--- src/verilog/srb_consts.vh ---
`ifndef SRB_CONSTS_VH
`define SRB_CONSTS_VH

// ----------------------------------------------------------------------
// Register indices (byte address is four times the index)
// ----------------------------------------------------------------------
`define SRB_IDX_NV_STATUS 14'h3000
`define SRB_IDX_CLOCK_LOCK 14'h3001
`define SRB_IDX_AUX_LOOP 14'h3002
`define SRB_IDX_TEMP_LOW 14'h3003
`define SRB_IDX_TEMP_HIGH 14'h3004
`define SRB_IDX_REF_A 14'h3005
`define SRB_IDX_REF_A_COMP 14'h3006
`define SRB_IDX_REF_B 14'h3007
`define SRB_IDX_REF_B_COMP 14'h3008
`define SRB_IDX_LOOP0_PROFILE 14'h3009
`define SRB_IDX_LOOP1_PROFILE 14'h300a
`define SRB_IDX_IRQ_STATUS 14'h3010
`define SRB_IDX_IRQ_MASK 14'h3011
`define SRB_IDX_STABLE_TIME 14'h3012

// ----------------------------------------------------------------------
// Field positions
// ----------------------------------------------------------------------
`define SRB_NV_SAVE_BIT 0
`define SRB_NV_LOAD_BIT 1
`define SRB_NV_FAULT_BIT 2
`define SRB_NV_CRC_BIT 3
`define SRB_CLK_LOCKED_BIT 0
`define SRB_CLK_STABLE_BIT 1
`define SRB_CLK_CAL_BIT 2
`define SRB_CLK_CH0_BIT 4
`define SRB_CLK_CH1_BIT 5
`define SRB_EV_SAVE_DONE 0
`define SRB_EV_LOAD_DONE 1
`define SRB_EV_NV_FAULT 2
`define SRB_EV_NV_CRC 3
`define SRB_EV_CLK_LOST 4
`define SRB_EV_CH0_LOST 5
`define SRB_EV_CH1_LOST 6
`define SRB_EV_REF_FAULT 7

// ----------------------------------------------------------------------
// Reset values
// ----------------------------------------------------------------------
`define SRB_IRQ_STATUS_RST 8'h00
`define SRB_IRQ_MASK_RST 8'h00
`define SRB_STABLE_TIME_RST 16'h000a

// ----------------------------------------------------------------------
// Timing
// ----------------------------------------------------------------------
`define SRB_CLK_PERIOD_NS 5
`define SRB_STABLE_TICK_NS 1000
`define SRB_STABLE_TICK_CYCLES ((`SRB_STABLE_TICK_NS + `SRB_CLK_PERIOD_NS - 1) / `SRB_CLK_PERIOD_NS)

`endif

--- src/verilog/srb_nv_tracker.v ---
`timescale 1ns/1ps
module srb_nv_tracker (
   input wire ref_clk, // System clock
   input wire reset_n, // Asynchronous reset, active low
   input wire save_start, // Pulse: save to store begins
   input wire load_start, // Pulse: load from store begins
   input wire op_done, // Pulse: current store operation ends
   input wire crc_err, // Pulse: checksum error seen
   input wire gen_fault, // Pulse: other store error seen
   output reg save_busy, // Save in progress
   output reg load_busy, // Load in progress
   output reg crc_flag, // Checksum error held
   output reg fault_flag // General error held
);
   wire op_start;

   assign op_start = save_start | load_start;

   always @(posedge ref_clk or negedge reset_n) begin
      if (!reset_n) begin
         save_busy <= 1'b0;
         load_busy <= 1'b0;
         crc_flag <= 1'b0;
         fault_flag <= 1'b0;
      end else begin
         if (save_start) begin
            save_busy <= 1'b1;
         end else if (op_done) begin
            save_busy <= 1'b0;
         end
         if (load_start) begin
            load_busy <= 1'b1;
         end else if (op_done) begin
            load_busy <= 1'b0;
         end
         // Error flags clear only when a new operation begins; a new error wins
         crc_flag <= crc_err | (crc_flag & ~op_start);
         fault_flag <= gen_fault | (fault_flag & ~op_start);
      end
   end
endmodule

--- src/verilog/srb_stable_timer.v ---
`timescale 1ns/1ps
`include "srb_consts.vh"
module srb_stable_timer (
   input wire ref_clk, // System clock
   input wire reset_n, // Asynchronous reset, active low
   input wire locked, // Instantaneous loop lock
   input wire [15:0] interval, // Required lock time in ticks
   output wire stable // Lock held long enough
);
   localparam [7:0] TICK_LAST = 8'd199;

   reg [7:0] pre_reg;
   reg [15:0] cnt_reg;
   reg stable_reg;
   wire tick;

   // ----------------------------------------------------------------------
   // Tick divider, restarted whenever lock drops so no partial tick counts
   // ----------------------------------------------------------------------
   assign tick = (pre_reg == TICK_LAST);

   always @(posedge ref_clk or negedge reset_n) begin
      if (!reset_n) begin
         pre_reg <= 8'h00;
         cnt_reg <= 16'h0000;
         stable_reg <= 1'b0;
      end else if (!locked) begin
         pre_reg <= 8'h00;
         cnt_reg <= 16'h0000;
         stable_reg <= 1'b0;
      end else begin
         pre_reg <= tick ? 8'h00 : pre_reg + 8'h01;
         if (tick && cnt_reg != 16'hffff) begin
            cnt_reg <= cnt_reg + 16'h0001;
         end
         stable_reg <= (cnt_reg >= interval);
      end
   end

   assign stable = stable_reg & locked;
endmodule

--- src/verilog/srb_status_bank.v ---
// Our own choice: the Avalon-MM register port.
`timescale 1ns/1ps
`include "srb_consts.vh"
// What this block does
// - Checksum error during store operation sets bit 3
// - Other store error sets bit 2
// - Store error flags hold until next operation
// - Bit 1 high while load runs
// - Bit 0 high while save runs
// - All status bits read-only and live
// - Clock bit 5 is channel one lock AND
// - Loop zero profile bits show active profile
// - Loop one profile bits show active profile
// - Clock bit 4 is channel zero lock AND
// - Clock bit 2 shows oscillator calibration
// - Bit 1 stable after timer; bit 0 lock
module srb_status_bank (
   input wire ref_clk, // System clock, 200 MHz
   input wire reset_n, // Asynchronous reset, active low
   input wire [15:0] avs_address, // Avalon byte address
   input wire avs_read, // Avalon read request
   input wire avs_write, // Avalon write request
   input wire [3:0] avs_byteenable, // Avalon byte enables
   input wire [31:0] avs_writedata, // Avalon write data
   output reg [31:0] avs_readdata, // Avalon read data
   output wire avs_waitrequest, // Avalon wait request
   output wire irq, // Level interrupt, high while unmasked event pending
   input wire nv_save_start, // Pulse: save to store begins
   input wire nv_load_start, // Pulse: load from store begins
   input wire nv_op_done, // Pulse: store operation ends
   input wire nv_crc_err, // Pulse: checksum error
   input wire nv_gen_fault, // Pulse: other store error
   input wire system_clock_locked, // System clock loop lock
   input wire system_clock_cal_busy, // Oscillator calibration running
   input wire analog_loop_zero_locked, // Channel 0 analog loop lock
   input wire analog_loop_one_locked, // Channel 1 analog loop lock
   input wire digital_loop_zero_freq_locked, // Channel 0 digital loop frequency lock
   input wire digital_loop_one_freq_locked, // Channel 1 digital loop frequency lock
   input wire phase_lock_detect_zero, // Channel 0 phase lock detect
   input wire phase_lock_detect_one, // Channel 1 phase lock detect
   input wire aux_ref_fault, // Auxiliary loop reference fault
   input wire aux_lock_detect, // Auxiliary loop lock
   input wire [15:0] temperature, // Internal temperature
   input wire [5:0] ref_input_a_flags, // Loss, valid, fault, jitter, fast, slow
   input wire [5:0] ref_input_a_comp_flags, // Same layout
   input wire [5:0] ref_input_b_flags, // Same layout
   input wire [5:0] ref_input_b_comp_flags, // Same layout
   input wire [4:0] digital_loop_zero_profile, // One-hot active profile, loop 0
   input wire [4:0] digital_loop_one_profile, // One-hot active profile, loop 1
   output wire channel_zero_locked, // Channel 0 fully locked
   output wire channel_one_locked, // Channel 1 fully locked
   output wire system_clock_stable // Lock held past stability time
);
   // ----------------------------------------------------------------------
   // Local storage
   // ----------------------------------------------------------------------
   localparam FLAG_FAULT = 3;

   reg ack_reg;
   reg [7:0] irq_status_reg;
   reg [7:0] irq_status_next;
   reg [7:0] irq_mask_reg;
   reg [15:0] stable_time_reg;
   reg [7:0] prev_reg;
   reg [31:0] read_mux;
   reg ref_fault_any;
   wire [13:0] index;
   wire accept;
   wire wr_accept;
   wire save_busy;
   wire load_busy;
   wire crc_flag;
   wire fault_flag;
   wire [7:0] nv_byte;
   wire [7:0] clock_byte;
   wire [7:0] aux_byte;
   wire [7:0] watch;
   wire [7:0] events;

   // ----------------------------------------------------------------------
   // Store status tracking
   // ----------------------------------------------------------------------
   srb_nv_tracker u_nv (
      .ref_clk(ref_clk),
      .reset_n(reset_n),
      .save_start(nv_save_start),
      .load_start(nv_load_start),
      .op_done(nv_op_done),
      .crc_err(nv_crc_err),
      .gen_fault(nv_gen_fault),
      .save_busy(save_busy),
      .load_busy(load_busy),
      .crc_flag(crc_flag),
      .fault_flag(fault_flag)
   );

   // ----------------------------------------------------------------------
   // System clock stability timer
   // ----------------------------------------------------------------------
   srb_stable_timer u_stable (
      .ref_clk(ref_clk),
      .reset_n(reset_n),
      .locked(system_clock_locked),
      .interval(stable_time_reg),
      .stable(system_clock_stable)
   );

   // ----------------------------------------------------------------------
   // Lock summaries
   // ----------------------------------------------------------------------
   assign channel_zero_locked = system_clock_locked & analog_loop_zero_locked &
      digital_loop_zero_freq_locked & phase_lock_detect_zero;
   assign channel_one_locked = system_clock_locked & analog_loop_one_locked &
      digital_loop_one_freq_locked & phase_lock_detect_one;

   // ----------------------------------------------------------------------
   // Live register images
   // ----------------------------------------------------------------------
   assign nv_byte = {4'h0, crc_flag, fault_flag, load_busy, save_busy};
   assign clock_byte = {2'b00, channel_one_locked, channel_zero_locked, 1'b0,
      system_clock_cal_busy, system_clock_stable, system_clock_locked};
   assign aux_byte = {6'h00, aux_lock_detect, aux_ref_fault};

   // ----------------------------------------------------------------------
   // Bus decode and handshake
   // ----------------------------------------------------------------------
   assign index = avs_address[15:2];
   // One wait cycle per request, then the answer stands for the accept edge
   assign avs_waitrequest = (avs_read | avs_write) & ~ack_reg;
   assign accept = (avs_read | avs_write) & ~ack_reg;
   assign wr_accept = avs_write & ack_reg;

   // ----------------------------------------------------------------------
   // Read multiplexer; every image is sampled live at read time
   // ----------------------------------------------------------------------
   always @* begin
      read_mux = 32'h0000_0000;
      case (index)
         `SRB_IDX_NV_STATUS: begin
            read_mux = {24'h00_0000, nv_byte};
         end
         `SRB_IDX_CLOCK_LOCK: begin
            read_mux = {24'h00_0000, clock_byte};
         end
         `SRB_IDX_AUX_LOOP: begin
            read_mux = {24'h00_0000, aux_byte};
         end
         `SRB_IDX_TEMP_LOW: begin
            read_mux = {24'h00_0000, temperature[7:0]};
         end
         `SRB_IDX_TEMP_HIGH: begin
            read_mux = {24'h00_0000, temperature[15:8]};
         end
         `SRB_IDX_REF_A: begin
            read_mux = {26'h000_0000, ref_input_a_flags};
         end
         `SRB_IDX_REF_A_COMP: begin
            read_mux = {26'h000_0000, ref_input_a_comp_flags};
         end
         `SRB_IDX_REF_B: begin
            read_mux = {26'h000_0000, ref_input_b_flags};
         end
         `SRB_IDX_REF_B_COMP: begin
            read_mux = {26'h000_0000, ref_input_b_comp_flags};
         end
         `SRB_IDX_LOOP0_PROFILE: begin
            read_mux = {27'h000_0000, digital_loop_zero_profile};
         end
         `SRB_IDX_LOOP1_PROFILE: begin
            read_mux = {27'h000_0000, digital_loop_one_profile};
         end
         `SRB_IDX_IRQ_STATUS: begin
            read_mux = {24'h00_0000, irq_status_reg};
         end
         `SRB_IDX_IRQ_MASK: begin
            read_mux = {24'h00_0000, irq_mask_reg};
         end
         `SRB_IDX_STABLE_TIME: begin
            read_mux = {16'h0000, stable_time_reg};
         end
         default: begin
            read_mux = 32'h0000_0000;
         end
      endcase
   end

   always @(posedge ref_clk or negedge reset_n) begin
      if (!reset_n) begin
         ack_reg <= 1'b0;
         avs_readdata <= 32'h0000_0000;
      end else begin
         ack_reg <= accept;
         if (avs_read && accept) begin
            avs_readdata <= read_mux;
         end
      end
   end

   // ----------------------------------------------------------------------
   // Writable control registers; status bank writes fall through unused
   // ----------------------------------------------------------------------
   always @(posedge ref_clk or negedge reset_n) begin
      if (!reset_n) begin
         irq_mask_reg <= `SRB_IRQ_MASK_RST;
         stable_time_reg <= `SRB_STABLE_TIME_RST;
      end else if (wr_accept) begin
         case (index)
            `SRB_IDX_IRQ_MASK: begin
               if (avs_byteenable[0]) begin
                  irq_mask_reg <= avs_writedata[7:0];
               end
            end
            `SRB_IDX_STABLE_TIME: begin
               if (avs_byteenable[0]) begin
                  stable_time_reg[7:0] <= avs_writedata[7:0];
               end
               if (avs_byteenable[1]) begin
                  stable_time_reg[15:8] <= avs_writedata[15:8];
               end
            end
            default: begin
               irq_mask_reg <= irq_mask_reg;
            end
         endcase
      end
   end

   // ----------------------------------------------------------------------
   // Event detection
   // ----------------------------------------------------------------------
   always @* begin
      ref_fault_any = ref_input_a_flags[FLAG_FAULT] | ref_input_a_comp_flags[FLAG_FAULT] |
         ref_input_b_flags[FLAG_FAULT] | ref_input_b_comp_flags[FLAG_FAULT];
   end

   // Watched levels: rising edge of each is an event (lock and busy bits inverted)
   assign watch = {ref_fault_any, ~channel_one_locked, ~channel_zero_locked,
      ~system_clock_locked, crc_flag, fault_flag, ~load_busy, ~save_busy};
   assign events = watch & ~prev_reg;

   always @(posedge ref_clk or negedge reset_n) begin
      if (!reset_n) begin
         prev_reg <= 8'hff;
      end else begin
         prev_reg <= watch;
      end
   end

   // ----------------------------------------------------------------------
   // Interrupt status, write one to clear; a new event beats the clear
   // ----------------------------------------------------------------------
   always @* begin
      irq_status_next = irq_status_reg;
      if (wr_accept && index == `SRB_IDX_IRQ_STATUS && avs_byteenable[0]) begin
         irq_status_next = irq_status_reg & ~avs_writedata[7:0];
      end
      irq_status_next = irq_status_next | events;
   end

   always @(posedge ref_clk or negedge reset_n) begin
      if (!reset_n) begin
         irq_status_reg <= `SRB_IRQ_STATUS_RST;
      end else begin
         irq_status_reg <= irq_status_next;
      end
   end

   assign irq = |(irq_status_reg & irq_mask_reg);
endmodule
--- config.mk ---
export PLATFORM = sky130hd
export DESIGN_NAME = srb_status_bank
export DESIGN_NICKNAME = d
export VERILOG_FILES = /design/src/verilog/srb_nv_tracker.v /design/src/verilog/srb_stable_timer.v /design/src/verilog/srb_status_bank.v
export VERILOG_INCLUDE_DIRS = /design/src /design/src/verilog
export SDC_FILE = /design/constraint.sdc
export NUM_CORES = 1
export LEC_CHECK = 0
export BUFFER_PORTS_ARGS = -buffer_cell sky130_fd_sc_hd__buf_2
export CELL_PAD_IN_SITES_DETAIL_PLACEMENT = 0
export CELL_PAD_IN_SITES_GLOBAL_PLACEMENT = 1
export CORE_ASPECT_RATIO = 1.25
export CORE_MARGIN = 2
export CORE_UTILIZATION = 41
export DETAILED_ROUTE_END_ITERATION = 8
export GPL_ROUTABILITY_DRIVEN = 0
export PLACE_DENSITY = 0.83
export SLEW_MARGIN = 0
export SYNTH_ARGS = -nofsm -noshare
export SYNTH_HDL_FRONTEND = slang
export SYNTH_SLANG_ARGS = --single-unit
--- constraint.sdc ---
create_clock -name ref_clk -period 6.05 [get_ports ref_clk]
set_input_delay 0.3025 -clock ref_clk [delete_from_list [all_inputs] [get_ports ref_clk]]
set_output_delay 0.3025 -clock ref_clk [all_outputs]
set_load 0.005 [all_outputs]
# Word-level counts from Yosys, hierarchy flattened
# Index checks and enable logic that the tools add are counted.
op_classes:
  n_addsub: 2
  magnitude_cmp: 1
  eq_ne: 17
  muxes: 10
  n_bitwise: 31
  reduce_logical: 10
ops:
  columns: ["cell", "count"]
  rows:
  - ["$pmux W16 S14", 1]
  - ["$eq A14 B14 Y1 const B", 14]
  - ["$mux W16", 2]
  - ["$and A8 B8 Y8", 3]
  - ["$mux W8", 3]
  - ["$add A16 B1 Y16 const B", 1]
  - ["$ge A16 B16 Y1", 1]
  - ["$ne A16 B16 Y1 const B", 1]
  - ["$not A8 Y8", 2]
  - ["$and A1 B1 Y1", 11]
  - ["$reduce_and A3 Y1", 3]
  - ["$add A8 B1 Y8 const B", 1]
  - ["$eq A8 B8 Y1 const B", 1]
  - ["$or A8 B8 Y8", 1]
  - ["$reduce_or A8 Y1", 1]
  - ["$not A1 Y1", 7]
  - ["$or A1 B1 Y1", 7]
  - ["$logic_and A1 B1 Y1", 4]
  - ["$mux W1", 4]
  - ["$reduce_bool A2 Y1", 2]
  - ["$ne A2 B1 Y1 const B", 1]
totals:
  register_bits: 102
  in_bits: 121
  out_inout_bits: 37
  wordCells: 85

# Longest topological paths before layout
depth:
  word_depth: 6
  ltp_mapped: 8
  ltp_nobuf: 8

# Hierarchy
# A second synthesis with hierarchy kept.
unflattened:
  cells_unflattened: 515
  hier_area_um2: 5236.3
by_module_without_submodules:
  columns: ["mod", "n_inst", "cells_per_inst", "area_per_inst_um2", "seq_area_each_um2"]
  rows:
  - ["srb_status_bank", 1, 310, 3319.4, 1438.9]
  - ["srb_stable_timer", 1, 195, 1778.0, 625.6]
  - ["srb_nv_tracker", 1, 10, 138.9, 100.1]

# Worst setup path after synthesis
# No wires, ideal clock.
synth_timing:
  path_type: "register -> register"
  startpoint: "reg u_stable.pre_reg[0]"
  endpoint: "reg u_stable.cnt_reg[12]"
  setup_ns: 0.132
  t_arrival_ns: 1.919
  required_time_ns: 5.918
  path_slack_ns: 3.999
  stages_incl_launch_ff: 8
  n_path_buf: 0
  path_cell_list: "dfrtp_1 > ha_1 > nand4_1 > or4_1 > a211oi_1 > nand4_1 > xor2_1 > nor2_1"
synth_between:
  elab_chain_cells: 3
synth_lines:
  columns: ["element", "line", "rtl"]
  rows:
  - ["from (decl)", "srb_stable_timer.v:12", "reg [7:0] pre_reg;"]
  - ["from (signal assigned)", "srb_stable_timer.v:32", "pre_reg <= tick ? 8'h00 : pre_reg + 8'h01;"]
  - ["$eq A8 B8 Y1", "srb_stable_timer.v:20", "assign tick = (pre_reg == TICK_LAST);"]
  - ["$logic_and A1 B1 Y1", "srb_stable_timer.v:33", "if (tick && cnt_reg != 16'hffff) begin"]
  - ["$ne A2 B1 Y1 (no line)", null, null]
  - ["to (signal assigned)", "srb_stable_timer.v:34", "cnt_reg <= cnt_reg + 16'h0001;"]
  - ["to (decl)", "srb_stable_timer.v:13", "reg [15:0] cnt_reg;"]
# Every way passes these cells.
# A chain may end at the register's enable or synchronous reset.

# Worst setup path after layout
# Ends and elaborated chain as after synthesis.

==> run metrics <==
outcome finished clean; Vias about 4,200; net switching power 0.000308 W; CP peak stage delay 0.66 ns; DRC 0; vias in the first global route 4,209; Syn Inst Count slightly below 500; Slew Limit Fails 0; part of the power in registers 45.9%; Comb pwr share 9.6%; routed vias/inst 5.55; Synth Area in Adders 4.70%; RR Startpoint u_stable.pre_reg[0]$_DFF_PN0_; Post-synth EDFFs 0; CTS Buf Count 9; largest net degree at the start of global routing 68; core box area between 10,000 and 15,000 sq um; post-synthesis register bit count 86; initial antenna violation count 1; PortBufs 121; Net Sw Frac 23.4%; reg2reg path depth 7; diode count 0; Synth Flop Type dfrtp_1; DR WL/cell about 17 microns; Tightest Pin Transition ~0.85 ns; Worst Setup End Kind flop; # H-tree levels 3; post-CTS setup buffer count 0; average cell area after synthesis between 9 and 10 sq um; final std cells w/o fill 748; largest family of logic cells by synthesized area simple AND/OR/NAND/NOR gates; First-pass DRT Iterations 4; Hold Crit Depth 2; Remaining Overflow, GRT 0; I/O Pins 158; fin worst setup slack between 3 and 4 ns; Tcrit/Tclk final 40.4%; layout cells sized above 1 between 20 and 30%; row count 44; total number of clock tree sinks 86; r2r setup slk 3.60 ns; Starting DRT DRC Count 219; CP Class flop to flop; compound-cell area share of the yosys netlist 16.9%; CP Cell Sequence ha_1 > nand4_1 > or4_1 > a211oi_1 > nand4_1 > xor2_1 > nor2_1; final wirelength 12.9 mm; Rel. slew slack 42.6%; Crit-path slowest cell a211oi_1; CP arrival 2.65 ns; total negative slack 0 ns; Initial Util 41.7%; clock root buffer clkbuf_16; Skew-Pair Late Insertion Delay between 0.3 and 0.4 ns; ANT nets after route 0; Nets 744; Worst Path Required 6.25 ns; Top delay family on crit path simple AND/OR/NAND/NOR gates; clock share of power 44.5%; Distinct cells, synth 54; cts hold-fix bufs 1; placed cell count 731; post-route minimum period 2.45 ns; Post-Syn Area 4800 sq um; worst hold endpoint u_nv.fault_flag$_DFF_PN0_; register area share after synthesis between 40% and 50%; Simple-Gate Fraction of Synth Area 18.4%; CP startpoint kind flop; Pint between 0.001 and 0.0015 W; worst-path fanout max 5; CTS tree done; RSZ-0062 raised after global routing false; Total GRT Usage 20.8%; Post-Synth XOR/XNOR Area around 3.5%; Die X 101 microns; post_cts resized 0; area of the multi-input gates 2390 sq um; Reg clk slew, reported paths 0.06 ns; Top cell by count, worst path nand4_1; worst hold start nv_gen_fault; area grow syn2layout 20.5%; Lkg Pwr around 2.9 nW; Die Y 125 microns; CP bufs+invs 0; setup violators final 0; setup slack at placement 3.42 ns; multiplexer share of the synthesized area ~5%; maximum VDD drop 0.000181 V; worst hold path class primary input to flop; register area approximately 2200 sq um; maxcap violations 0; clk buf depth 2; HPWL after DPL 9.94 mm; global-route wire length before repair between 20 and 25 mm; fillcell total 1,072; Yosys warnings 0; Hold Fails Final Rpt 0; FFs w/ async S/R, synth 100%; pwr dens 228 nW/um^2; Reg-to-Reg End u_stable.cnt_reg[12]$_DFFE_PN0P_; Die ar. 12,600 sq um; final clock skew between 0.009 and 0.01 ns; Fmax around 410 MHz
==> cells by family after synthesis <==
logic type               Yosys count
AND/OR/NAND/NOR                  168
AO/OA/AOI/OAI                    113
flip-flops                        86
buffers and inverters             60
multiplexers                      23
XOR/XNOR                          19
adder cells (fa/ha/maj)           18
other                              1
==> area by class of cell <==
cell class | count | area share [%]
Timing Repair Buffer | 125 | 11.1
Tap cell | 138 | 2.99
Clock buffer | 10 | 3.96
Sequential cell | 86 | 37.4
Clock inverter | 6 | 1.49
Multi-Input combinational cell | 357 | 41.3
Inverter | 26 | 1.69
==> how the worst max path moves through the flow <==
stage                                  start                          endpoint  depth (start not counted)
2_1_floorplan  u_stable.pre_reg[0]$_DFF_PN0_  u_stable.cnt_reg[12]$_DFFE_PN0P_                          7
3_3_place_gp                  avs_address[3]    stable_time_reg[0]$_DFFE_PN0P_                          5
4_1_cts        u_stable.pre_reg[0]$_DFF_PN0_  u_stable.cnt_reg[12]$_DFFE_PN0P_                          7
6_report       u_stable.pre_reg[0]$_DFF_PN0_  u_stable.cnt_reg[12]$_DFFE_PN0P_                          7
5_1_grt        u_stable.pre_reg[0]$_DFF_PN0_  u_stable.cnt_reg[12]$_DFFE_PN0P_                          7
3_5_place_dp                  avs_address[3]    stable_time_reg[0]$_DFFE_PN0P_                          5
==> metal layers <==
metal	wire length (microns)	GRT usage, %	up-vias
li1	-	-	1963
met1	5130	24.5	1988
met2	6480	35.6	171
met3	880	3.87	26
met4	418	10.3	2
met5	16	0	-
==> metrics by stage <==
stage	hold WS [ns]	area (sq um)	util, %	total power, W
4_1_cts	0.141	5780	50.2	0.00133
3_3_place_gp	0.193	5460	47.4	0.000738
5_1_grt	0.143	5780	50.2	0.00137
2_1_floorplan	0.00691	4850	-	0.000673
6_report	0.151	5780	50.2	0.00132
3_5_place_dp	0.192	5460	47.4	0.000740
==> synth_stat cells (12+ instances only) <==
cell type  count  area [sq um]
dfrtp_1       76          1900
nand3_1       13          65.1
a22o_1        18           158
buf_4         16           120
o21ai_0       28           140
clkbuf_1      13          48.8
inv_1         26          97.6
mux2_2        12           135
ha_1          18           225
nor2_1        39           146
xor2_1        14           123
nand2_1       47           176
==> cells in the final DEF (no fill, tap or decap), drive strengths merged, types with 6 or more instances in the layout <==
cell type,n
clkbuf,10
dfrtp,76
a31oi,8
nand2,47
inv,26
a21o,10
and3,9
nand3,13
a22oi,11
buf,124
conb,16
ha,18
xor2,14
a21oi,11
dfstp,10
o21ai,28
a22o,18
mux2,12
nand4,9
nor2b,7
nor3,9
mux2i,11
o2bb2ai,6
nor2,44
==> power groups by stage <==
stage / logic [W] / registers [W] / clock network (W)
global route: 0.000140 / 0.000606 / 0.000622
finish: 0.000127 / 0.000604 / 0.000585
global placement: 0.000125 / 0.000613 / 0
CTS: 0.000127 / 0.000603 / 0.000597
detailed placement: 0.000126 / 0.000614 / 0
floorplan: 0.0000604 / 0.000613 / 0
(Power assumes the default switching activity.)
